--- src/rtl/brs_map.svh ---
// offsets, codes and counts for the binary record framer
`ifndef BRS_MAP_SVH
`define BRS_MAP_SVH

// ----------------------------------------------------------------
// frame layout
// ----------------------------------------------------------------
`define BRS_FMT_ID     8'h01
`define BRS_HDR_LAST   5'h04
`define BRS_BLK_LAST   5'h13
`define BRS_BLK_BYTES  16'h0014
`define BRS_FIFO_DEPTH 32

// ----------------------------------------------------------------
// channel codes
// ----------------------------------------------------------------
`define BRS_TYPE_MEAS  8'h00
`define BRS_TYPE_COMP  8'h80
`define BRS_MEAS_BASE  8'h01
`define BRS_COMP_BASE  8'h1f

// ----------------------------------------------------------------
// sentinel data values
// ----------------------------------------------------------------
`define BRS_M_POVER    16'h7fff
`define BRS_M_NOVER    16'h8001
`define BRS_M_SKIP     16'h8002
`define BRS_M_BURN_UP  16'h7ffa
`define BRS_M_BURN_DN  16'h8006
`define BRS_M_ERROR    16'h8004
`define BRS_M_UNDEF    16'h8005
`define BRS_C_POVER    32'h7fff7fff
`define BRS_C_NOVER    32'h80018001
`define BRS_C_SKIP     32'h80028002
`define BRS_C_ERROR    32'h80048004
`define BRS_C_UNDEF    32'h80058005

// ----------------------------------------------------------------
// status
// ----------------------------------------------------------------
`define BRS_NCONN      2
`define BRS_FILT_RST   32'hffffffff

`endif

--- src/rtl/brs_pkg.sv ---
// types shared by the binary record framer
package brs_pkg;
   typedef enum logic [1:0] {
      BRS_IDLE = 2'h0,
      BRS_HDR  = 2'h1,
      BRS_WAIT = 2'h3,
      BRS_BODY = 2'h2
   } brs_state_t;

   typedef enum logic [2:0] {
      BRS_NORMAL  = 3'h0,
      BRS_POVER   = 3'h1,
      BRS_NOVER   = 3'h2,
      BRS_SKIP    = 3'h3,
      BRS_BURN_UP = 3'h4,
      BRS_BURN_DN = 3'h5,
      BRS_ERROR   = 3'h6,
      BRS_UNDEF   = 3'h7
   } brs_cond_t;
endpackage

--- src/rtl/brs_framer.sv ---
// binary record framer with output fifo and per-connection status
//
// Operation
// - measured 16-bit, computed 32-bit two's complement
// - format id 1, then block count, block bytes
// - flag byte meaningful only in fifo output
// - flag bit 2 marks decimal/unit change
// - flag bit 1 marks interval change
// - flag bit 0 marks fifo dropout
// - reserved fields and bits 3-6 meaningless
// - summer time 1, winter time 0
// - type byte 00h measured, 80h computed
// - channel numbers start 01 and 31
// - two alarm nibbles per byte, odd low
// - alarm nibble codes 0 through 8
// - overrange and skip sentinel codes
// - burnout, error, undefined sentinel codes
// - counts and data follow selected byte order
// - status is condition AND filter
// - host writes filter, applied to later reports
// - groups 1 and 2 clear after report
// - groups 3 and 4 follow live condition
// - separate filter and held status per connection
`timescale 1ns/10ps
`default_nettype none
`include "brs_map.svh"

// ----------------------------------------------------------------
// byte fifo with registered output stage
// ----------------------------------------------------------------
module brs_fifo #(
   parameter int WIDTH = 8,
   parameter int DEPTH = 32
) (
   input  wire logic             clock_in,
   input  wire logic             sys_rst_in,
   input  wire logic             in_valid_in,
   output wire logic             in_ready_out,
   input  wire logic [WIDTH-1:0] in_data_in,
   output var  logic             out_valid_out,
   input  wire logic             out_ready_in,
   output var  logic [WIDTH-1:0] out_data_out
);
   localparam int AW = $clog2(DEPTH);
   logic [WIDTH-1:0] mem [DEPTH];
   logic [AW-1:0]    wptr;
   logic [AW-1:0]    rptr;
   logic [AW:0]      cnt;
   wire          push     = in_valid_in && in_ready_out;
   wire          load     = (cnt != '0) && (!out_valid_out || out_ready_in);
   wire [AW:0]   next_cnt = cnt + {{AW{1'b0}}, push} - {{AW{1'b0}}, load};
   // full is counted against storage only; output stage adds one slot
   assign in_ready_out = (cnt != (AW+1)'(DEPTH));
   always_ff @(posedge clock_in) begin
      if (push) begin
         mem[wptr] <= in_data_in;
      end
   end

   always_ff @(posedge clock_in or posedge sys_rst_in) begin
      if (sys_rst_in) begin
         wptr <= '0;
         rptr <= '0;
         cnt  <= '0;
      end else begin
         wptr <= push ? wptr + 1'b1 : wptr;
         rptr <= load ? rptr + 1'b1 : rptr;
         cnt  <= next_cnt;
      end
   end

   always_ff @(posedge clock_in or posedge sys_rst_in) begin
      if (sys_rst_in) begin
         out_valid_out <= 1'b0;
         out_data_out  <= '0;
      end else begin
         out_valid_out <= load || (out_valid_out && !out_ready_in);
         out_data_out  <= load ? mem[rptr] : out_data_out;
      end
   end
endmodule

// ----------------------------------------------------------------
// framer top
// ----------------------------------------------------------------
module brs_framer (
   input  wire logic        clock_in,
   input  wire logic        sys_rst_in,
   input  wire logic        start_in,
   input  wire logic        fifo_mode_in,
   input  wire logic        big_endian_in,
   input  wire logic [15:0] block_count_in,
   input  wire logic        sample_valid_in,
   output var  logic        sample_ready_out,
   input  wire logic [31:0] raw_in,
   input  wire logic        is_comp_in,
   input  wire logic [7:0]  chan_idx_in,
   input  wire logic [2:0]  cond_in,
   input  wire logic [3:0]  alarm_level_one_in,
   input  wire logic [3:0]  alarm_level_two_in,
   input  wire logic [3:0]  alarm_level_three_in,
   input  wire logic [3:0]  alarm_level_four_in,
   input  wire logic [6:0]  year_in,
   input  wire logic [3:0]  month_in,
   input  wire logic [4:0]  day_in,
   input  wire logic [4:0]  hour_in,
   input  wire logic [5:0]  minute_in,
   input  wire logic [5:0]  second_in,
   input  wire logic [9:0]  msec_in,
   input  wire logic        summer_time_field_in,
   input  wire logic        unit_changed_in,
   input  wire logic        interval_changed_in,
   input  wire logic        dropout_in,
   output var  logic        byte_valid_out,
   input  wire logic        byte_ready_in,
   output var  logic [7:0]  byte_out,
   output var  logic        busy_out,
   input  wire logic [15:0] event12_in,
   input  wire logic [15:0] level34_in,
   input  wire logic        filter_wr_in,
   input  wire logic        status_rd_in,
   input  wire logic [0:0]  conn_in,
   input  wire logic [31:0] filter_in,
   output var  logic        status_valid_out,
   output var  logic [31:0] status_out
);
   brs_pkg::brs_state_t state;
   brs_pkg::brs_state_t next_state;
   logic [4:0]  idx;
   logic [15:0] blocks;
   logic [15:0] left;
   logic        big;
   logic        mode_fifo;
   logic [7:0]  s_byte [12];
   logic [15:0] s_ms;
   logic [31:0] s_data;
   logic        s_comp;

   // ----------------------------------------------------------------
   // sample encoding
   // ----------------------------------------------------------------
   wire brs_pkg::brs_cond_t cnd = brs_pkg::brs_cond_t'(cond_in);
   wire [15:0] meas_code =
      (cnd == brs_pkg::BRS_POVER)   ? `BRS_M_POVER   :
      (cnd == brs_pkg::BRS_NOVER)   ? `BRS_M_NOVER   :
      (cnd == brs_pkg::BRS_SKIP)    ? `BRS_M_SKIP    :
      (cnd == brs_pkg::BRS_BURN_UP) ? `BRS_M_BURN_UP :
      (cnd == brs_pkg::BRS_BURN_DN) ? `BRS_M_BURN_DN :
      (cnd == brs_pkg::BRS_ERROR)   ? `BRS_M_ERROR   :
      (cnd == brs_pkg::BRS_UNDEF)   ? `BRS_M_UNDEF   :
      raw_in[15:0];
   // computed burnout reuses the overrange codes
   wire [31:0] comp_code =
      (cnd == brs_pkg::BRS_POVER || cnd == brs_pkg::BRS_BURN_UP) ?
         `BRS_C_POVER :
      (cnd == brs_pkg::BRS_NOVER || cnd == brs_pkg::BRS_BURN_DN) ?
         `BRS_C_NOVER :
      (cnd == brs_pkg::BRS_SKIP)  ? `BRS_C_SKIP  :
      (cnd == brs_pkg::BRS_ERROR) ? `BRS_C_ERROR :
      (cnd == brs_pkg::BRS_UNDEF) ? `BRS_C_UNDEF :
      raw_in;
   // bits 3-6 driven zero; latest-data output shows zero flags
   wire [7:0] flag_byte = mode_fifo ?
      {5'h00, unit_changed_in, interval_changed_in, dropout_in} :
      8'h00;
   wire [7:0] chan_type = is_comp_in ? `BRS_TYPE_COMP : `BRS_TYPE_MEAS;
   wire [7:0] chan_num  = chan_idx_in +
      (is_comp_in ? `BRS_COMP_BASE : `BRS_MEAS_BASE);
   // levels out of 0..8 are forced to no alarm
   wire [3:0] a1 = (alarm_level_one_in   > 4'h8) ? 4'h0 : alarm_level_one_in;
   wire [3:0] a2 = (alarm_level_two_in   > 4'h8) ? 4'h0 : alarm_level_two_in;
   wire [3:0] a3 = (alarm_level_three_in > 4'h8) ? 4'h0 : alarm_level_three_in;
   wire [3:0] a4 = (alarm_level_four_in  > 4'h8) ? 4'h0 : alarm_level_four_in;
   wire [7:0] enc [12];
   assign enc[0]  = {1'b0, year_in};
   assign enc[1]  = {4'h0, month_in};
   assign enc[2]  = {3'h0, day_in};
   assign enc[3]  = {3'h0, hour_in};
   assign enc[4]  = {2'h0, minute_in};
   assign enc[5]  = {2'h0, second_in};
   assign enc[6]  = {7'h00, summer_time_field_in};
   assign enc[7]  = flag_byte;
   assign enc[8]  = chan_type;
   assign enc[9]  = chan_num;
   assign enc[10] = {a2, a1};
   assign enc[11] = {a4, a3};

   // ----------------------------------------------------------------
   // byte selection
   // ----------------------------------------------------------------
   function automatic logic [7:0] pick16(input logic [15:0] w,
                                         input logic second,
                                         input logic be);
      pick16 = (be != second) ? w[15:8] : w[7:0];
   endfunction

   wire [7:0] hdr_b [5];
   assign hdr_b[0] = `BRS_FMT_ID;
   assign hdr_b[1] = pick16(blocks, 1'b0, big);
   assign hdr_b[2] = pick16(blocks, 1'b1, big);
   assign hdr_b[3] = pick16(`BRS_BLK_BYTES, 1'b0, big);
   assign hdr_b[4] = pick16(`BRS_BLK_BYTES, 1'b1, big);

   // measured words use two data bytes, the other two are reserved
   wire [15:0] d_first  = (s_comp && big) ? s_data[31:16] : s_data[15:0];
   wire [15:0] d_second = s_comp ? (big ? s_data[15:0] : s_data[31:16]) : 16'h0000;

   wire [7:0] body_b [20];
   genvar g;
   generate
      for (g = 0; g < 6; g++) begin : g_ts
         assign body_b[g] = s_byte[g];
      end
   endgenerate
   assign body_b[6]  = pick16(s_ms, 1'b0, big);
   assign body_b[7]  = pick16(s_ms, 1'b1, big);
   assign body_b[8]  = s_byte[6];
   assign body_b[9]  = s_byte[7];
   assign body_b[10] = 8'h00;
   assign body_b[11] = 8'h00;
   assign body_b[12] = s_byte[8];
   assign body_b[13] = s_byte[9];
   assign body_b[14] = s_byte[10];
   assign body_b[15] = s_byte[11];
   assign body_b[16] = pick16(d_first, 1'b0, big);
   assign body_b[17] = pick16(d_first, 1'b1, big);
   assign body_b[18] = pick16(d_second, 1'b0, big);
   assign body_b[19] = pick16(d_second, 1'b1, big);
   wire       in_hdr    = (state == brs_pkg::BRS_HDR);
   wire       in_body   = (state == brs_pkg::BRS_BODY);
   wire       emit      = in_hdr || in_body;
   wire [7:0] emit_byte = in_hdr ? hdr_b[idx[2:0]] : body_b[idx];
   wire       f_ready;
   wire       adv       = emit && f_ready;
   wire       take      = sample_ready_out && sample_valid_in;
   wire       hdr_done  = adv && in_hdr && (idx == `BRS_HDR_LAST);
   wire       body_done = adv && in_body && (idx == `BRS_BLK_LAST);

   // ----------------------------------------------------------------
   // frame sequencing
   // ----------------------------------------------------------------
   always_comb begin
      next_state = state;
      unique case (state)
         brs_pkg::BRS_IDLE: begin
            if (start_in) begin
               next_state = brs_pkg::BRS_HDR;
            end
         end
         brs_pkg::BRS_HDR: begin
            if (hdr_done) begin
               next_state = (blocks == 16'h0000) ? brs_pkg::BRS_IDLE : brs_pkg::BRS_WAIT;
            end
         end
         brs_pkg::BRS_WAIT: begin
            if (take) begin
               next_state = brs_pkg::BRS_BODY;
            end
         end
         brs_pkg::BRS_BODY: begin
            if (body_done) begin
               next_state = (left == 16'h0001) ? brs_pkg::BRS_IDLE : brs_pkg::BRS_WAIT;
            end
         end
      endcase
   end

   always_ff @(posedge clock_in or posedge sys_rst_in) begin
      if (sys_rst_in) begin
         state            <= brs_pkg::BRS_IDLE;
         idx              <= 5'h00;
         sample_ready_out <= 1'b0;
         busy_out         <= 1'b0;
      end else begin
         state            <= next_state;
         idx              <= (hdr_done || body_done) ? 5'h00 : (adv ? idx + 5'h01 : idx);
         sample_ready_out <= (next_state == brs_pkg::BRS_WAIT);
         busy_out         <= (next_state != brs_pkg::BRS_IDLE);
      end
   end

   // byte order and mode are frozen for the whole frame
   always_ff @(posedge clock_in or posedge sys_rst_in) begin
      if (sys_rst_in) begin
         blocks    <= 16'h0000;
         left      <= 16'h0000;
         big       <= 1'b0;
         mode_fifo <= 1'b0;
      end else if (state == brs_pkg::BRS_IDLE && start_in) begin
         blocks    <= block_count_in;
         left      <= block_count_in;
         big       <= big_endian_in;
         mode_fifo <= fifo_mode_in;
      end else if (body_done) begin
         left      <= left - 16'h0001;
      end
   end

   always_ff @(posedge clock_in or posedge sys_rst_in) begin
      if (sys_rst_in) begin
         s_byte <= '{default: 8'h00};
         s_ms   <= 16'h0000;
         s_data <= 32'h00000000;
         s_comp <= 1'b0;
      end else if (take) begin
         s_byte <= enc;
         s_ms   <= {6'h00, msec_in};
         s_data <= is_comp_in ? comp_code : {16'h0000, meas_code};
         s_comp <= is_comp_in;
      end
   end

   brs_fifo #(
      .WIDTH (8),
      .DEPTH (`BRS_FIFO_DEPTH)
   ) u_fifo (
      .clock_in      (clock_in),
      .sys_rst_in    (sys_rst_in),
      .in_valid_in   (emit),
      .in_ready_out  (f_ready),
      .in_data_in    (emit_byte),
      .out_valid_out (byte_valid_out),
      .out_ready_in  (byte_ready_in),
      .out_data_out  (byte_out)
   );

   // ----------------------------------------------------------------
   // status conditions, one set per connection
   // ----------------------------------------------------------------
   wire [31:0] report [`BRS_NCONN];
   generate
      for (g = 0; g < `BRS_NCONN; g++) begin : g_conn
         logic [15:0] held12;
         logic [31:0] filt;
         wire         sel   = (conn_in == 1'(g));
         wire         rd_me = status_rd_in && sel;
         // a new event in the clearing cycle survives
         wire [15:0]  next_held12 = (rd_me ? 16'h0000 : held12) | event12_in;

         assign report[g] = {level34_in, held12} & filt;

         always_ff @(posedge clock_in or posedge sys_rst_in) begin
            if (sys_rst_in) begin
               held12 <= 16'h0000;
               filt   <= `BRS_FILT_RST;
            end else begin
               held12 <= next_held12;
               filt   <= (filter_wr_in && sel) ? filter_in : filt;
            end
         end
      end
   endgenerate

   always_ff @(posedge clock_in or posedge sys_rst_in) begin
      if (sys_rst_in) begin
         status_valid_out <= 1'b0;
         status_out       <= 32'h00000000;
      end else begin
         status_valid_out <= status_rd_in;
         status_out       <= status_rd_in ? report[conn_in] : status_out;
      end
   end
endmodule

`default_nettype wire

--- config.mk ---
export PLATFORM = sky130hd
export DESIGN_NAME = brs_framer
export DESIGN_NICKNAME = d
export VERILOG_FILES = /design/src/rtl/brs_pkg.sv /design/src/rtl/brs_framer.sv
export VERILOG_INCLUDE_DIRS = /design/src /design/src/rtl
export SDC_FILE = /design/constraint.sdc
export NUM_CORES = 1
export LEC_CHECK = 0
export ABC_AREA = 1
export ABC_CLOCK_PERIOD_IN_PS = 23200
export BUFFER_PORTS_ARGS = -buffer_cell sky130_fd_sc_hd__buf_4
export CAP_MARGIN = 20
export CORE_ASPECT_RATIO = 0.6
export CORE_MARGIN = 3
export CORE_UTILIZATION = 49
export CTS_BUF_LIST = sky130_fd_sc_hd__clkbuf_8
export DETAILED_ROUTE_END_ITERATION = 10
export PLACE_DENSITY = 0.68
export SLEW_MARGIN = 25
export SYNTH_ARGS = -nofsm -noshare
export SYNTH_HDL_FRONTEND = slang
export SYNTH_SLANG_ARGS = --single-unit
--- constraint.sdc ---
create_clock -name clock_in -period 23.2 [get_ports clock_in]
set_clock_uncertainty 0.15 [all_clocks]
set_input_delay 4.64 -clock clock_in [delete_from_list [all_inputs] [get_ports clock_in]]
set_output_delay 4.64 -clock clock_in [all_outputs]
set_load 0.02 [all_outputs]
Word level (Yosys, flattened, before mapping)
Memories as Yosys holds them, arrays and structs flattened. A register that Yosys moved wholly into a read port is not among the register bits.
Index checks and enable logic that the tools add are counted.
{"block": "classes", "bitwise": 8, "eq_ne": 15, "n_mux": 58, "add_sub_neg": 7, "n_lt_le_gt_ge": 7, "n_reduce_logical": 28}
{"op": "two-way mux 32 bit", "n": 9}
{"op": "two-way mux 16 bit", "n": 14}
{"op": "two-way mux 8 bit", "n": 14}
{"op": "AND 32 bit", "n": 2}
{"op": "binary-select mux 8 bit (select 5 bit)", "n": 1}
{"op": "OR 16 bit", "n": 2}
{"op": "two-way mux 5 bit", "n": 5}
{"op": "binary-select mux 8 bit (select 3 bit)", "n": 1}
{"op": "equality test 16 x 1 -> 1 bit (second input constant)", "n": 1}
{"op": "> comparator 4 bit (second input constant)", "n": 4}
{"op": "zero test 16 bit", "n": 1}
{"op": "two-way mux 4 bit", "n": 4}
{"op": "subtractor 16 x 1 -> 16 bit (second input constant)", "n": 1}
{"op": "adder 5 x 1 -> 5 bit (second input constant)", "n": 3}
{"op": "logical AND 1 bit", "n": 14}
{"op": "equality test 3 bit (second input constant)", "n": 4}
{"op": "two-way mux 2 bit", "n": 6}
{"op": "adder 8 x 5 -> 8 bit", "n": 1}
{"op": "case mux 2 bit (4 select lines)", "n": 1}
{"op": "adder 6 x 1 -> 6 bit", "n": 1}
{"op": "equality test 2 bit (second input constant)", "n": 3}
{"op": "equality test 3 x 2 -> 1 bit (second input constant)", "n": 2}
{"op": "greater-or-equal comparator 6 bit (second input constant)", "n": 1}
{"op": "logical OR 1 bit", "n": 6}
{"op": "other kinds (18)", "n": 22}
{"block": "totals", "ramBits": 256, "n_memories": 1, "regBits": 306, "in_bits": 197}
{"name": "u_fifo.mem", "depth": 32, "width": 8, "rd": 1, "rd_ports_with_merged_regs": 1, "write_ports": 1, "line": "brs_framer.sv:45", "rtl": "logic [WIDTH-1:0] mem [DEPTH];"}

Logic depth before layout (Yosys ltp)
Gate-level depths: netlist of run 1.
{"block": "depth", "ltp_word": 9, "mapped_depth": 15, "depth_no_buf": 14}

Cells and area by module
Synthesis of run 1 repeated with hierarchy kept, for this count alone.
{"block": "hier_totals", "hier_cells": 2856, "hier_area_um2": 25548.3}
{"module": "brs_framer", "cells_per_inst": 1714, "seq_area_each_um2": 6986.7, "area_per_inst_um2": 13490.4, "n_inst": 1}
{"module": "brs_fifo", "cells_per_inst": 1142, "seq_area_each_um2": 8313.0, "area_per_inst_um2": 12057.8, "n_inst": 1}

Least setup slack after synthesis of run 1
No wires, ideal clock.
{"block": "synth_path", "path_kind": "in2reg", "startpoint": "input byte_ready_in", "endpoint": "register u_fifo.cnt[4]", "n_path_buf": 1, "path_slack_ps": 16554, "required_ps": 22929, "arrival_time_ps": 6375, "path_stages": 12, "path_cell_list": "inv_1 nand2_1 nand2_1 inv_1 clkbuf_1 ha_1 inv_1 ha_1 inv_1 fa_1 o21a_1 xor2_1"}
{"block": "synth_via", "elab_chain_cells": 3}
{"item": "start: declaration", "line": "brs_framer.sv:115", "rtl": "input wire logic byte_ready_in,"}
{"item": "logical OR 1 bit", "line": "brs_framer.sv:50", "rtl": "wire load = (cnt != '0) && (!out_valid_out || out_ready_in);"}
{"item": "logical AND 1 bit", "line": "brs_framer.sv:50"}
{"item": "via u_fifo.load", "line": "brs_framer.sv:50"}
{"item": "subtractor 6 x 1 -> 6 bit", "line": "brs_framer.sv:51", "rtl": "wire [AW:0] next_cnt = cnt + {{AW{1'b0}}, push} - {{AW{1'b0}}, load};"}
{"item": "via u_fifo.next_cnt[4]", "line": "brs_framer.sv:51"}
{"item": "end signal: assignment", "line": "brs_framer.sv:68", "rtl": "cnt <= next_cnt;"}
{"item": "end: declaration", "line": "brs_framer.sv:48", "rtl": "logic [AW:0] cnt;"}
The timed path passes the listed nets, and every way through them passes these cells.
A chain may end at the register's enable or synchronous reset.

Worst setup path after layout of run 1
{"block": "layout_path", "startpoint": "input byte_ready_in", "endpoint": "register u_fifo.cnt[4]"}
{"block": "layout_via", "elab_chain_cells": 3}
{"item": "logical OR 1 bit", "line": "brs_framer.sv:50"}
{"item": "logical AND 1 bit", "line": "brs_framer.sv:50"}
{"item": "subtractor 6 x 1 -> 6 bit", "line": "brs_framer.sv:51"}
{"item": "via u_fifo.next_cnt[4]", "line": "brs_framer.sv:51"}
The timed path passes the listed nets, and every way through them passes these cells.

==> tab_implementation.tex, run 1 <==
\begin{tabular}{lr}
\hline
Metric & Value \\
\hline
\multicolumn{2}{l}{\textbf{Setup path}} \\
\quad Critical path required time & 23.58 ns \\
\quad Critical path launch point type & input port \\
\quad CP Capture Type & flop \\
\quad CP max-delay cell & sky130\_fd\_sc\_hd\_\_fa\_1 \\
\quad CP Max Fanout & 12 \\
\quad Cell chain of the critical path & buf\_4 -> inv\_1 -> nand2\_1 -> nand2\_1 -> inv\_1 -> ha\_1 -> inv\_1 -> ha\_1 -> inv\_1 -> fa\_1 -> o21a\_1 -> xor2\_1 \\
\quad Register-to-register path setup slack & 19.16 ns \\
\quad Critical path's largest stage delay & 0.43 ns \\
\quad Setup CP Type & input port to flop \\
\quad Most Frequent Cell on Critical Path & sky130\_fd\_sc\_hd\_\_inv\_1 \\
\quad Endpoint arrival time on the critical path & 6.99 ns \\
\multicolumn{2}{l}{\textbf{Place}} \\
\quad Routability congestion estimate & 0.895 \\
\quad DPL Wire Length & 45000 um \\
\quad Area of placed instances & 0.0270 mm\^{}2 \\
\quad IO Port Bufs & 240 \\
\multicolumn{2}{l}{\textbf{Layout}} \\
\quad Filler cell count & 4269 \\
\quad Most frequent standard cell in the layout excluding fill and tap cells & sky130\_fd\_sc\_hd\_\_nand2\_1 \\
\quad Layout cells sized above 1 & 0.163 \\
\quad NumNets Final & 3024 \\
\quad Post-route cell area & 0.0285 mm\^{}2 \\
\quad Area growth from synthesis to layout & 15.0\% \\
\quad Total area of sequential cells & 0.0153 mm\^{}2 \\
\quad Leading cell types in the layout, fill and taps excluded & 677 x sky130\_fd\_sc\_hd\_\_nand2\_1, 307 x sky130\_fd\_sc\_hd\_\_o21ai\_0, 257 x sky130\_fd\_sc\_hd\_\_buf\_4 \\
\quad Multi-input combinational cell area & 0.00820 mm\^{}2 \\
\multicolumn{2}{l}{\textbf{Power and ir drop}} \\
\quad Power density relative to cell area & 129 mW/mm\^{}2 \\
\quad Worst vdd ir & 82.0 uV \\
\quad Static power due to leakage & 12.5 nW \\
\quad Final Power & 3.67 mW \\
\multicolumn{2}{l}{\textbf{CTS}} \\
\quad Clock edge transition at the registers on the reported setup and hold paths & 0.06 ns \\
\quad CTS buffer count & 81 \\
\quad Clock tree sinks & 557 \\
\quad CTS tree & done \\
\quad Post-cts repair resize count & 0 \\
\quad Clock tree root driver cell & sky130\_fd\_sc\_hd\_\_clkbuf\_8 \\
\quad Number of buffers added for setup after CTS & 0 \\
\quad Clock insertion delay at the later pin of the skew report & 0.65 ns \\
\quad H-tree lvl count & 3 \\
\quad Number of hold buffers added after cts & 0 \\
\quad Longest Clk Path Bufs & 3 \\
\multicolumn{2}{l}{\textbf{Yosys}} \\
\quad Cell type with the largest total area after synthesis & sky130\_fd\_sc\_hd\_\_edfxtp\_1 \\
\quad Sequential-to-total area share from yosys stat & 0.617 \\
\quad Adder-cell share of the synthesized area & 0.0152 \\
\quad Synthesized flop and latch total & 557 \\
\quad Number of instances in the synthesized netlist & 2593 \\
\quad Top-area cell type share of the netlist area & 0.310 \\
\quad Cell Area, Synth & 0.0248 mm\^{}2 \\
\quad Count of distinct cell types in the synthesized netlist & 48 \\
\quad Largest family of logic cells by synthesized area & simple AND/OR/NAND/NOR gates \\
\quad Complex-gate fraction of the synthesized area & 0.122 \\
\quad Simple-gate share of the synthesized area & 0.186 \\
\quad Flip-flop cell with the highest count after synthesis & sky130\_fd\_sc\_hd\_\_edfxtp\_1 \\
\quad Mux share of post-synthesis cell area & 0 \\
\quad Number of enable flip-flop cells after synthesis & 256 \\
\quad Avg Inst Size Synth & 9.56 um\^{}2 \\
\quad XOR/XNOR share of the synthesized area & 0.00671 \\
\quad Syn nets & 2819 \\
\quad Ys Warns & 0 \\
\quad Top area cells in the synthesized netlist & sky130\_fd\_sc\_hd\_\_edfxtp\_1 31\%, sky130\_fd\_sc\_hd\_\_dfrtp\_1 24\%, sky130\_fd\_sc\_hd\_\_nand2\_1 10\% \\
\quad Proportion of synthesized flip-flops having asynchronous set or reset & 0.540 \\
\multicolumn{2}{l}{\textbf{Global route}} \\
\quad Via count of the first global-routing pass & 19100 \\
\quad Antenna violations before repair & 3 \\
\quad Pin count of the biggest net entering global routing & 168 \\
\quad Total routing resource utilization after global routing & 0.255 \\
\quad GRT Residual Overflow & 0 \\
\quad First-pass GRT wire length & 107000 um \\
\multicolumn{2}{l}{\textbf{Drt}} \\
\quad Drt via density & 5.64 \\
\quad Antenna viol nets, final & 0 \\
\quad Final Routed Wirelength & 68900 um \\
\quad Wire per inst & 19.6 um \\
\quad Detailed Route Iter0 Violations & 2194 \\
\quad Total via count after detailed routing & 19800 \\
\quad Pre-antenna DRT Iters & 6 \\
\quad Drc violations & 0 \\
\multicolumn{2}{l}{\textbf{Die}} \\
\quad Count of standard-cell rows & 63 \\
\quad Initial Utilization & 0.499 \\
\quad Core region area & 0.0497 mm\^{}2 \\
\quad Top-level port count & 241 \\
\quad Die extent in y & 180 um \\
\quad Die Wd & 296 um \\
\quad Full die area & 0.0534 mm\^{}2 \\
\multicolumn{2}{l}{\textbf{STA}} \\
\quad Actual slew at the worst max-slew pin & 0.959 ns \\
\quad Max Slew Vio Count & 0 \\
\quad Achievable frequency & 0.151 GHz \\
\quad Number of hold-slack violations in the final timing report & 0 \\
\quad Final setup violation count & 0 \\
\quad Final cycle utilization of the critical path & 0.285 \\
\quad TNS Setup & 0 ns \\
\quad Relative slew slack & 0.358 \\
\quad Setup repair after global routing missed its margin & false \\
\quad Final Critical Period & 6.61 ns \\
\multicolumn{2}{l}{\textbf{Hold path}} \\
\quad Classification of the worst-slack hold path & flop to flop \\
\multicolumn{2}{l}{\textbf{Run status}} \\
\quad Run status & completed \\
\multicolumn{2}{l}{\textbf{Run}} \\
\quad Max-cap violations & 0 \\
\hline
\end{tabular}
## synthesized netlist by cell type, types with 27 or more instances
master and number:
sky130_fd_sc_hd__nand3_1 137, sky130_fd_sc_hd__dfstp_2 64, sky130_fd_sc_hd__nor2_1 249, sky130_fd_sc_hd__dfrtp_1 237, sky130_fd_sc_hd__a21oi_1 43, sky130_fd_sc_hd__nand2_1 684
sky130_fd_sc_hd__buf_2 28, sky130_fd_sc_hd__o211ai_1 35, sky130_fd_sc_hd__o21ai_0 307, sky130_fd_sc_hd__edfxtp_1 256, sky130_fd_sc_hd__nand4_1 29, sky130_fd_sc_hd__o22ai_1 70
sky130_fd_sc_hd__ha_1 27, sky130_fd_sc_hd__inv_1 164, sky130_fd_sc_hd__clkbuf_1 86, sky130_fd_sc_hd__o21ai_1 51
## worst paths after layout
kind / cells after the start / to / from
worst min register to register: 2 / g_conn[0].held12[6] / g_conn[0].held12[6]
max in group asynchronous: 3 / left[6] / sys_rst_in
worst max register to register: 11 / u_fifo.mem[1][4] / idx[1]
min in group asynchronous: 2 / u_fifo.cnt[5] / sys_rst_in
worst max-delay path: 12 / u_fifo.cnt[4] / byte_ready_in
worst min-delay path: 2 / g_conn[0].held12[6] / g_conn[0].held12[6]
## sequential cells by signal (all words and copies together) (netlist names), 8 cells and up
name and count:
u_fifo.out_data_out 8, body_b 62, status_out 32, s_data 32, u_fifo.mem 256, g_conn.held12 32, left 16, s_ms 10
blocks 16, g_conn.filt 64
## cell type report
cell class                 count  share of cell area
clock inverter                59              0.0108
sequential                   557               0.537
tap                          650              0.0285
multi-input combinational   1719               0.288
clock buffer                  88              0.0425
antenna                        3            0.000263
timing repair buffer         258              0.0684
inverter                     181              0.0247
## where the power goes
| group | internal (mW) | switching, mW | total, mW |
|---|---|---|---|
| Clock | 0.365 | 0.385 | 0.750 |
| Combinational | 0.389 | 0.979 | 1.37 |
| Sequential | 1.40 | 0.155 | 1.55 |
## cell families (layout without fill, tap and decap cells)
kind of cell    Yosys count  count (layout)
fa+ha+maj                29              29
other cells               0               3
buf+inv                 317             586
compound gates          543             543
simple gates           1128            1128
flops                   557             557
xor+xnor                 19              19
## worst max-delay path: cells and delay by family
family | cells | cell delay (ns)
adder cells (fa/ha/maj) | 3 | 0.95
buffers and inverters | 5 | 0.60
AND/OR/NAND/NOR | 2 | 0.45
AO/OA/AOI/OAI | 1 | 0.22
XOR/XNOR | 1 | 0.14
## layer usage
| layer | up-vias | track usage | part of all wire |
|---|---|---|---|
| li1 | 9181 | - | - |
| met1 | 9581 | 0.390 | 0.45 |
| met2 | 944 | 0.353 | 0.42 |
| met3 | 119 | 0.0719 | 0.10 |
| met4 | 0 | 0.0709 | 0.023 |
| met5 | - | 0 | 0 |
## metrics by stage
step	util	setup WS (ns)	instances	hold WS, ns
floorplan	-	10.20	2593	0.292
global placement	0.543	15.98	3365	0.306
detailed placement	0.543	15.94	3365	0.309
CTS	0.574	16.63	3512	0.325
global route	0.574	16.43	3515	0.342
finish	0.574	16.59	3515	0.324
Power figures use the tool's default switching activity.
==> run 2, diff against run 1 <==
--- a/config.mk
+++ b/config.mk
@@ -7,7 +7,7 @@
 export NUM_CORES = 1
 export LEC_CHECK = 0
 export ABC_AREA = 1
-export ABC_CLOCK_PERIOD_IN_PS = 23200
+export ABC_CLOCK_PERIOD_IN_PS = 5710
 export BUFFER_PORTS_ARGS = -buffer_cell sky130_fd_sc_hd__buf_4
 export CAP_MARGIN = 20
 export CORE_ASPECT_RATIO = 0.6
@@ -15,7 +15,7 @@
 export CORE_UTILIZATION = 49
 export CTS_BUF_LIST = sky130_fd_sc_hd__clkbuf_8
 export DETAILED_ROUTE_END_ITERATION = 10
-export PLACE_DENSITY = 0.68
+export PLACE_DENSITY = 0.71
 export SLEW_MARGIN = 25
 export SYNTH_ARGS = -nofsm -noshare
 export SYNTH_HDL_FRONTEND = slang
==> constraint.sdc (replaced) <==
create_clock -name clock_in -period 5.71 [get_ports clock_in]
set_clock_uncertainty 0.15 [all_clocks]
set_input_delay 1.142 -clock clock_in [delete_from_list [all_inputs] [get_ports clock_in]]
set_output_delay 1.142 -clock clock_in [all_outputs]
set_load 0.02 [all_outputs]
==> tab_implementation.tex, run 2 (same netlist as run 1, synthesis figures left out) <==
\begin{tabular}{lr}
\hline
Metric & Value \\
\hline
\multicolumn{2}{l}{\textbf{Run status}} \\
\quad Run status & completed \\
\multicolumn{2}{l}{\textbf{Power and ir drop}} \\
\quad Power density relative to cell area & 520 mW/mm\^{}2 \\
\quad Part of the power in the clock network & 0.206 \\
\quad Static power due to leakage & 12.6 nW \\
\quad Sequential group share of total power & 0.429 \\
\quad Int Pwr & 8.77 mW \\
\quad Final Power & 14.9 mW \\
\quad Share of total power consumed by net switching & 0.410 \\
\quad Sw power & 6.10 mW \\
\quad Worst vdd ir & 266 uV \\
\quad Combinational fraction of design power & 0.365 \\
\multicolumn{2}{l}{\textbf{CTS}} \\
\quad Clock tree root driver cell & sky130\_fd\_sc\_hd\_\_clkbuf\_8 \\
\quad Clock insertion delay at the later pin of the skew report & 0.67 ns \\
\quad CTS buffer count & 83 \\
\quad Clock edge transition at the registers on the reported setup and hold paths & 0.07 ns \\
\quad H-tree lvl count & 3 \\
\quad Clock tree sinks & 557 \\
\quad CTS tree & done \\
\quad Post-cts repair resize count & 0 \\
\quad Longest Clk Path Bufs & 3 \\
\quad Number of hold buffers added after cts & 0 \\
\quad Number of buffers added for setup after CTS & 0 \\
\multicolumn{2}{l}{\textbf{Global route}} \\
\quad Total routing resource utilization after global routing & 0.253 \\
\quad Antenna violations before repair & 1 \\
\quad Via count of the first global-routing pass & 19000 \\
\quad Pin count of the biggest net entering global routing & 114 \\
\quad First-pass GRT wire length & 105000 um \\
\quad GRT Residual Overflow & 0 \\
\multicolumn{2}{l}{\textbf{Setup path}} \\
\quad RR Endpoint & u\_fifo.mem[18][4] \\
\quad Most Frequent Cell on Critical Path & sky130\_fd\_sc\_hd\_\_nand2\_1 \\
\quad Cell chain of the critical path & inv\_2 -> nor2\_1 -> inv\_1 -> o21ai\_0 -> nand2\_1 -> nand2\_1 -> o21ai\_0 -> nand2\_1 -> nand2\_1 -> nand2\_2 \\
\quad Endpoint arrival time on the critical path & 3.99 ns \\
\quad Number of cells on the worst reg-to-reg path & 10 \\
\quad Critical path required time & 5.90 ns \\
\quad Setup CP Type & flop to flop \\
\quad CP Capture Type & flop \\
\quad Register-to-register path setup slack & 1.91 ns \\
\quad CP Max Fanout & 32 \\
\quad Critical R2R Launch & idx[0] \\
\quad Critical path's largest stage delay & 0.91 ns \\
\quad Critical path launch point type & flop \\
\quad CP max-delay cell & sky130\_fd\_sc\_hd\_\_dfrtp\_1 \\
\quad Kind of cell adding the most delay to the critical path & simple AND/OR/NAND/NOR gates \\
\quad Buffers plus inverters on the worst setup path & 2 \\
\multicolumn{2}{l}{\textbf{Place}} \\
\quad DPL Wire Length & 45400 um \\
\quad IO Port Bufs & 240 \\
\quad Routability congestion estimate & 0.947 \\
\quad Area of placed instances & 0.0270 mm\^{}2 \\
\quad Setup slack at placement & 1.63 ns \\
\multicolumn{2}{l}{\textbf{STA}} \\
\quad Max Slew Vio Count & 0 \\
\quad Actual slew at the worst max-slew pin & 1.08 ns \\
\quad Final Critical Period & 3.80 ns \\
\quad Final setup violation count & 0 \\
\quad Number of hold-slack violations in the final timing report & 0 \\
\quad Setup repair after global routing missed its margin & false \\
\quad Relative slew slack & 0.276 \\
\quad TNS Setup & 0 ns \\
\quad Worst-case setup margin in the final layout & 1.91 ns \\
\quad Achievable frequency & 0.263 GHz \\
\quad Final cycle utilization of the critical path & 0.665 \\
\multicolumn{2}{l}{\textbf{Drt}} \\
\quad Antenna viol nets, final & 0 \\
\quad Drc violations & 0 \\
\quad Drt via density & 5.63 \\
\quad Detailed Route Iter0 Violations & 2026 \\
\quad Wire per inst & 19.3 um \\
\quad Final Routed Wirelength & 68000 um \\
\quad Pre-antenna DRT Iters & 8 \\
\quad Total via count after detailed routing & 19800 \\
\multicolumn{2}{l}{\textbf{Die}} \\
\quad Top-level port count & 241 \\
\quad Full die area & 0.0534 mm\^{}2 \\
\quad Count of standard-cell rows & 63 \\
\quad Core region area & 0.0497 mm\^{}2 \\
\quad Die extent in y & 180 um \\
\quad Initial Utilization & 0.499 \\
\quad Die Wd & 296 um \\
\multicolumn{2}{l}{\textbf{Layout}} \\
\quad Register with the most flip-flops & u\_fifo.mem \\
\quad Number of antenna cells inserted & 0 \\
\quad Filler cell count & 4294 \\
\quad Number of flip-flops under the largest register name & 256 \\
\quad Area growth from synthesis to layout & 15.3\% \\
\quad NumNets Final & 3026 \\
\quad Leading cell types in the layout, fill and taps excluded & 673 x sky130\_fd\_sc\_hd\_\_nand2\_1, 307 x sky130\_fd\_sc\_hd\_\_o21ai\_0, 256 x sky130\_fd\_sc\_hd\_\_edfxtp\_1 \\
\quad Post-route cell area & 0.0286 mm\^{}2 \\
\quad Most frequent standard cell in the layout excluding fill and tap cells & sky130\_fd\_sc\_hd\_\_nand2\_1 \\
\quad Layout cells sized above 1 & 0.165 \\
\multicolumn{2}{l}{\textbf{Run}} \\
\quad Max-cap violations & 0 \\
\multicolumn{2}{l}{\textbf{Hold path}} \\
\quad Classification of the worst-slack hold path & input port to asynchronous set/reset pin \\
\hline
\end{tabular}
==> run 2: cell types whose count changed in the layout (fill, tap and decap cells not counted), moves of 3 or more <==
cell,previous run,this run
sky130_fd_sc_hd__inv_1,192,200
sky130_fd_sc_hd__clkinv_1,19,15
sky130_fd_sc_hd__nand2_4,2,5
sky130_fd_sc_hd__buf_12,1,4
sky130_fd_sc_hd__nand2_1,677,673
sky130_fd_sc_hd__diode_2,3,0
sky130_fd_sc_hd__buf_4,257,254
==> run 2: per-layer routing <==
metal,track usage,part of all wire,up-vias
met2,0.354,0.42,903
li1,-,-,9187
met3,0.0584,0.096,123
met5,0,0,-
met4,0.0871,0.028,0
met1,0.386,0.45,9585
==> run 2: how the worst max path moves through the flow <==
stage | startpoint | slack, ns | cells past startpoint | endpoint
global route | idx[0] | 1.68 | 10 | u_fifo.mem[6][3]
finish | idx[0] | 1.91 | 10 | u_fifo.mem[18][4]
floorplan | sys_rst_in | 0.47 | 1 | big
global placement | idx[0] | 1.85 | 10 | u_fifo.mem[7][3]
CTS | idx[0] | 1.63 | 10 | u_fifo.mem[16][4]
detailed placement | idx[0] | 1.63 | 10 | u_fifo.mem[0][4]
==> run 2: cell type report <==
cell class	instances	area, um^2	share of cell area
inverter	181	694	0.0243
tap	650	813	0.0285
sequential	557	15300	0.536
timing repair buffer	258	1990	0.0695
clock buffer	87	1200	0.0419
clock inverter	63	344	0.0120
multi-input combinational	1719	8230	0.288
==> run 2: worst register-to-register path, cell delays in order, from the launching register on <==
cell	delay, ns
sky130_fd_sc_hd__dfrtp_1	0.91
sky130_fd_sc_hd__inv_2	0.34
sky130_fd_sc_hd__nor2_1	0.75
sky130_fd_sc_hd__inv_1	0.23
sky130_fd_sc_hd__o21ai_0	0.20
sky130_fd_sc_hd__nand2_1	0.08
sky130_fd_sc_hd__nand2_1	0.06
sky130_fd_sc_hd__o21ai_0	0.08
sky130_fd_sc_hd__nand2_1	0.08
sky130_fd_sc_hd__nand2_1	0.05
sky130_fd_sc_hd__nand2_2	0.54
==> run 2: power groups by stage <==
| stage | Sequential (mW) | Clock [mW] | Combinational (mW) |
|---|---|---|---|
| after floorplan | 6.14 | 0 | 3.75 |
| after global placement | 6.41 | 0 | 5.15 |
| after detailed placement | 6.43 | 0 | 5.30 |
| after CTS | 6.37 | 3.12 | 5.32 |
| after global routing | 6.46 | 3.30 | 6.05 |
| final | 6.37 | 3.06 | 5.43 |
==> run 2: through the flow <==
step	instances	hold WS, ns	util
floorplan	2593	0.292	-
global route	3515	0.282	0.575
finish	3515	0.298	0.575
global placement	3364	0.303	0.543
detailed placement	3364	0.310	0.543
CTS	3514	0.325	0.574
==> run 3, diff against run 2 <==
--- a/config.mk
+++ b/config.mk
@@ -7,7 +7,7 @@
 export NUM_CORES = 1
 export LEC_CHECK = 0
 export ABC_AREA = 1
-export ABC_CLOCK_PERIOD_IN_PS = 5710
+export ABC_CLOCK_PERIOD_IN_PS = 3500
 export BUFFER_PORTS_ARGS = -buffer_cell sky130_fd_sc_hd__buf_4
 export CAP_MARGIN = 20
 export CORE_ASPECT_RATIO = 0.6
@@ -15,7 +15,7 @@
 export CORE_UTILIZATION = 49
 export CTS_BUF_LIST = sky130_fd_sc_hd__clkbuf_8
 export DETAILED_ROUTE_END_ITERATION = 10
-export PLACE_DENSITY = 0.71
+export PLACE_DENSITY = 0.68
 export SLEW_MARGIN = 25
 export SYNTH_ARGS = -nofsm -noshare
 export SYNTH_HDL_FRONTEND = slang
==> constraint.sdc (replaced) <==
create_clock -name clock_in -period 3.5 [get_ports clock_in]
set_clock_uncertainty 0.15 [all_clocks]
set_input_delay 0.7 -clock clock_in [delete_from_list [all_inputs] [get_ports clock_in]]
set_output_delay 0.7 -clock clock_in [all_outputs]
set_load 0.02 [all_outputs]
==> tab_implementation.tex, run 3 (same netlist as run 1, synthesis figures left out) <==
\begin{tabular}{lr}
\hline
Metric & Value \\
\hline
\multicolumn{2}{l}{\textbf{Setup path}} \\
\quad Buffers plus inverters on the worst setup path & 3 \\
\quad Critical path's largest stage delay & 0.43 ns \\
\quad Endpoint arrival time on the critical path & 3.41 ns \\
\quad RR Endpoint & u\_fifo.mem[1][7] \\
\quad CP Max Fanout & 32 \\
\quad Cell chain of the critical path & inv\_1 -> ha\_1 -> clkinv\_1 -> nor2\_1 -> and3\_1 -> o211ai\_1 -> nand2\_1 -> buf\_4 \\
\quad Worst setup path startpoint & state[1] \\
\quad Critical R2R Launch & state[1] \\
\quad CP max-delay cell & sky130\_fd\_sc\_hd\_\_buf\_4 \\
\quad CP Capture Type & flop \\
\quad Register-to-register path setup slack & 0.31 ns \\
\quad Kind of cell adding the most delay to the critical path & buffers and inverters \\
\quad Setup CP Type & flop to flop \\
\quad Number of cells on the critical path & 8 \\
\quad Critical path launch point type & flop \\
\quad CP endpoint & u\_fifo.mem[1][7] \\
\quad Number of cells on the worst reg-to-reg path & 8 \\
\quad Critical path required time & 3.72 ns \\
\multicolumn{2}{l}{\textbf{Place}} \\
\quad IO Port Bufs & 240 \\
\quad Routability congestion estimate & 0.997 \\
\quad Area of placed instances & 0.0274 mm\^{}2 \\
\quad DPL Wire Length & 50900 um \\
\quad Setup slack at placement & 0.447 ns \\
\quad Number of placed instances, taps included & 3410 \\
\multicolumn{2}{l}{\textbf{Layout}} \\
\quad Register with the most flip-flops & u\_fifo.mem \\
\quad Number of flip-flops under the largest register name & 256 \\
\quad Layout cells sized above 1 & 0.176 \\
\quad NumNets Final & 3070 \\
\quad Non-filler instance count after layout & 3555 \\
\quad Number of antenna cells inserted & 0 \\
\quad Most frequent standard cell in the layout excluding fill and tap cells & sky130\_fd\_sc\_hd\_\_nand2\_1 \\
\quad Final standard cell utilization of the core & 0.584 \\
\quad Post-route cell area & 0.0290 mm\^{}2 \\
\quad Leading cell types in the layout, fill and taps excluded & 681 x sky130\_fd\_sc\_hd\_\_nand2\_1, 307 x sky130\_fd\_sc\_hd\_\_o21ai\_0, 296 x sky130\_fd\_sc\_hd\_\_buf\_4 \\
\quad Area growth from synthesis to layout & 16.9\% \\
\multicolumn{2}{l}{\textbf{CTS}} \\
\quad Clock tree root driver cell & sky130\_fd\_sc\_hd\_\_clkbuf\_8 \\
\quad Clock insertion delay at the later pin of the skew report & 0.66 ns \\
\quad CTS tree & done \\
\quad CTS buffer count & 81 \\
\quad Clock edge transition at the registers on the reported setup and hold paths & 0.07 ns \\
\quad H-tree lvl count & 3 \\
\quad Longest Clk Path Bufs & 3 \\
\quad Number of buffers added for setup after CTS & 0 \\
\quad Clock tree sinks & 557 \\
\multicolumn{2}{l}{\textbf{Die}} \\
\quad Initial Utilization & 0.499 \\
\quad Core region area & 0.0497 mm\^{}2 \\
\quad Full die area & 0.0534 mm\^{}2 \\
\quad Die Wd & 296 um \\
\quad Top-level port count & 241 \\
\quad Die extent in y & 180 um \\
\quad Count of standard-cell rows & 63 \\
\multicolumn{2}{l}{\textbf{Run}} \\
\quad Max-cap violations & 0 \\
\multicolumn{2}{l}{\textbf{STA}} \\
\quad Achievable frequency & 0.313 GHz \\
\quad Final setup violation count & 0 \\
\quad Setup repair after global routing missed its margin & false \\
\quad Max Slew Vio Count & 0 \\
\quad Actual slew at the worst max-slew pin & 0.979 ns \\
\quad Final cycle utilization of the critical path & 0.912 \\
\quad Worst-case setup margin in the final layout & 0.308 ns \\
\quad Worst Hold Slack & 0.0946 ns \\
\quad Final Critical Period & 3.19 ns \\
\quad Relative slew slack & 0.343 \\
\quad Number of hold-slack violations in the final timing report & 0 \\
\quad TNS Setup & 0 ns \\
\multicolumn{2}{l}{\textbf{Hold path}} \\
\quad Cell count of the worst hold path & 3 \\
\quad Classification of the worst-slack hold path & input port to flop \\
\multicolumn{2}{l}{\textbf{Drt}} \\
\quad Pre-antenna DRT Iters & 6 \\
\quad Wire per inst & 20.9 um \\
\quad Final Routed Wirelength & 74300 um \\
\quad Total via count after detailed routing & 20400 \\
\quad Drc violations & 0 \\
\quad Antenna viol nets, final & 0 \\
\quad Drt via density & 5.73 \\
\quad Detailed Route Iter0 Violations & 2558 \\
\multicolumn{2}{l}{\textbf{Global route}} \\
\quad Antenna violations before repair & 0 \\
\quad Via count of the first global-routing pass & 19500 \\
\quad First-pass GRT wire length & 114000 um \\
\quad GRT Residual Overflow & 0 \\
\quad Total routing resource utilization after global routing & 0.276 \\
\quad Pin count of the biggest net entering global routing & 131 \\
\multicolumn{2}{l}{\textbf{Run status}} \\
\quad Run status & completed \\
\multicolumn{2}{l}{\textbf{Power and ir drop}} \\
\quad Power density relative to cell area & 872 mW/mm\^{}2 \\
\quad Final Power & 25.3 mW \\
\quad Static power due to leakage & 12.8 nW \\
\quad Worst vdd ir & 554 uV \\
\hline
\end{tabular}
-- run 3: changes by cell type in the layout (fill, tap and decap cells not counted), moves of 2 or more --
cell                         previous run  this run
sky130_fd_sc_hd__buf_4                254       296
sky130_fd_sc_hd__nor2_1               246       249
sky130_fd_sc_hd__clkbuf_8              87        94
sky130_fd_sc_hd__nand2_1              673       681
sky130_fd_sc_hd__clkinvlp_4             4         6
sky130_fd_sc_hd__inv_6                  3         1
sky130_fd_sc_hd__buf_12                 4         7
sky130_fd_sc_hd__nand2_2               12         7
sky130_fd_sc_hd__clkinv_1              15        21
sky130_fd_sc_hd__inv_1                200       182
sky130_fd_sc_hd__nor2_2                 5         2
sky130_fd_sc_hd__nand2_4                5         2
-- run 3: area by class of cell --
class | instances | area (um^2)
Tap cell | 650 | 813
Fill cell | 4254 | 20700
Clock buffer | 94 | 1290
Multi-Input combinational cell | 1719 | 8190
Clock inverter | 50 | 312
Timing Repair Buffer | 304 | 2370
Inverter | 181 | 694
Sequential cell | 557 | 15300
-- run 3: what timing repair did --
item                                    4_1_cts  5_1_grt
hold endpoints to repair                     12        0
resized for setup                             0        0
hold buffers                                  1        0
endpoints found under the setup margin        0        0
-- run 3: how the worst min path moves through the flow --
stage                          from                   end  slack [ns]
6_report              event12_in[9]   g_conn[0].held12[9]        0.09
5_1_grt               event12_in[2]   g_conn[0].held12[2]        0.08
4_1_cts               event12_in[6]   g_conn[0].held12[6]        0.05
3_5_place_dp    g_conn[1].held12[3]   g_conn[1].held12[3]        0.31
3_3_place_gp   g_conn[1].held12[11]  g_conn[1].held12[11]        0.30
2_1_floorplan   g_conn[1].held12[0]   g_conn[1].held12[0]        0.29
-- run 3: power by group --
part | internal, mW | switching, mW
combinational | 2.82 | 6.84
clock | 2.68 | 2.58
sequential | 9.24 | 1.10
total | 14.7 | 10.5
-- run 3: metal layers --
layer  routed length [um]  share of wire  up-vias  global-route usage
li1                     -              -     9269                   -
met5                    0              0        -                   0
met2                31500           0.42     1132               0.383
met1                32900           0.44     9844               0.424
met3                 8350           0.11      122              0.0765
met4                 1580          0.021        0              0.0758
-- run 3: worst min-delay path, delay by kind of cell --
kind          cells  cell delay (ns)
buf+inv           2             0.12
simple gates      1             0.05
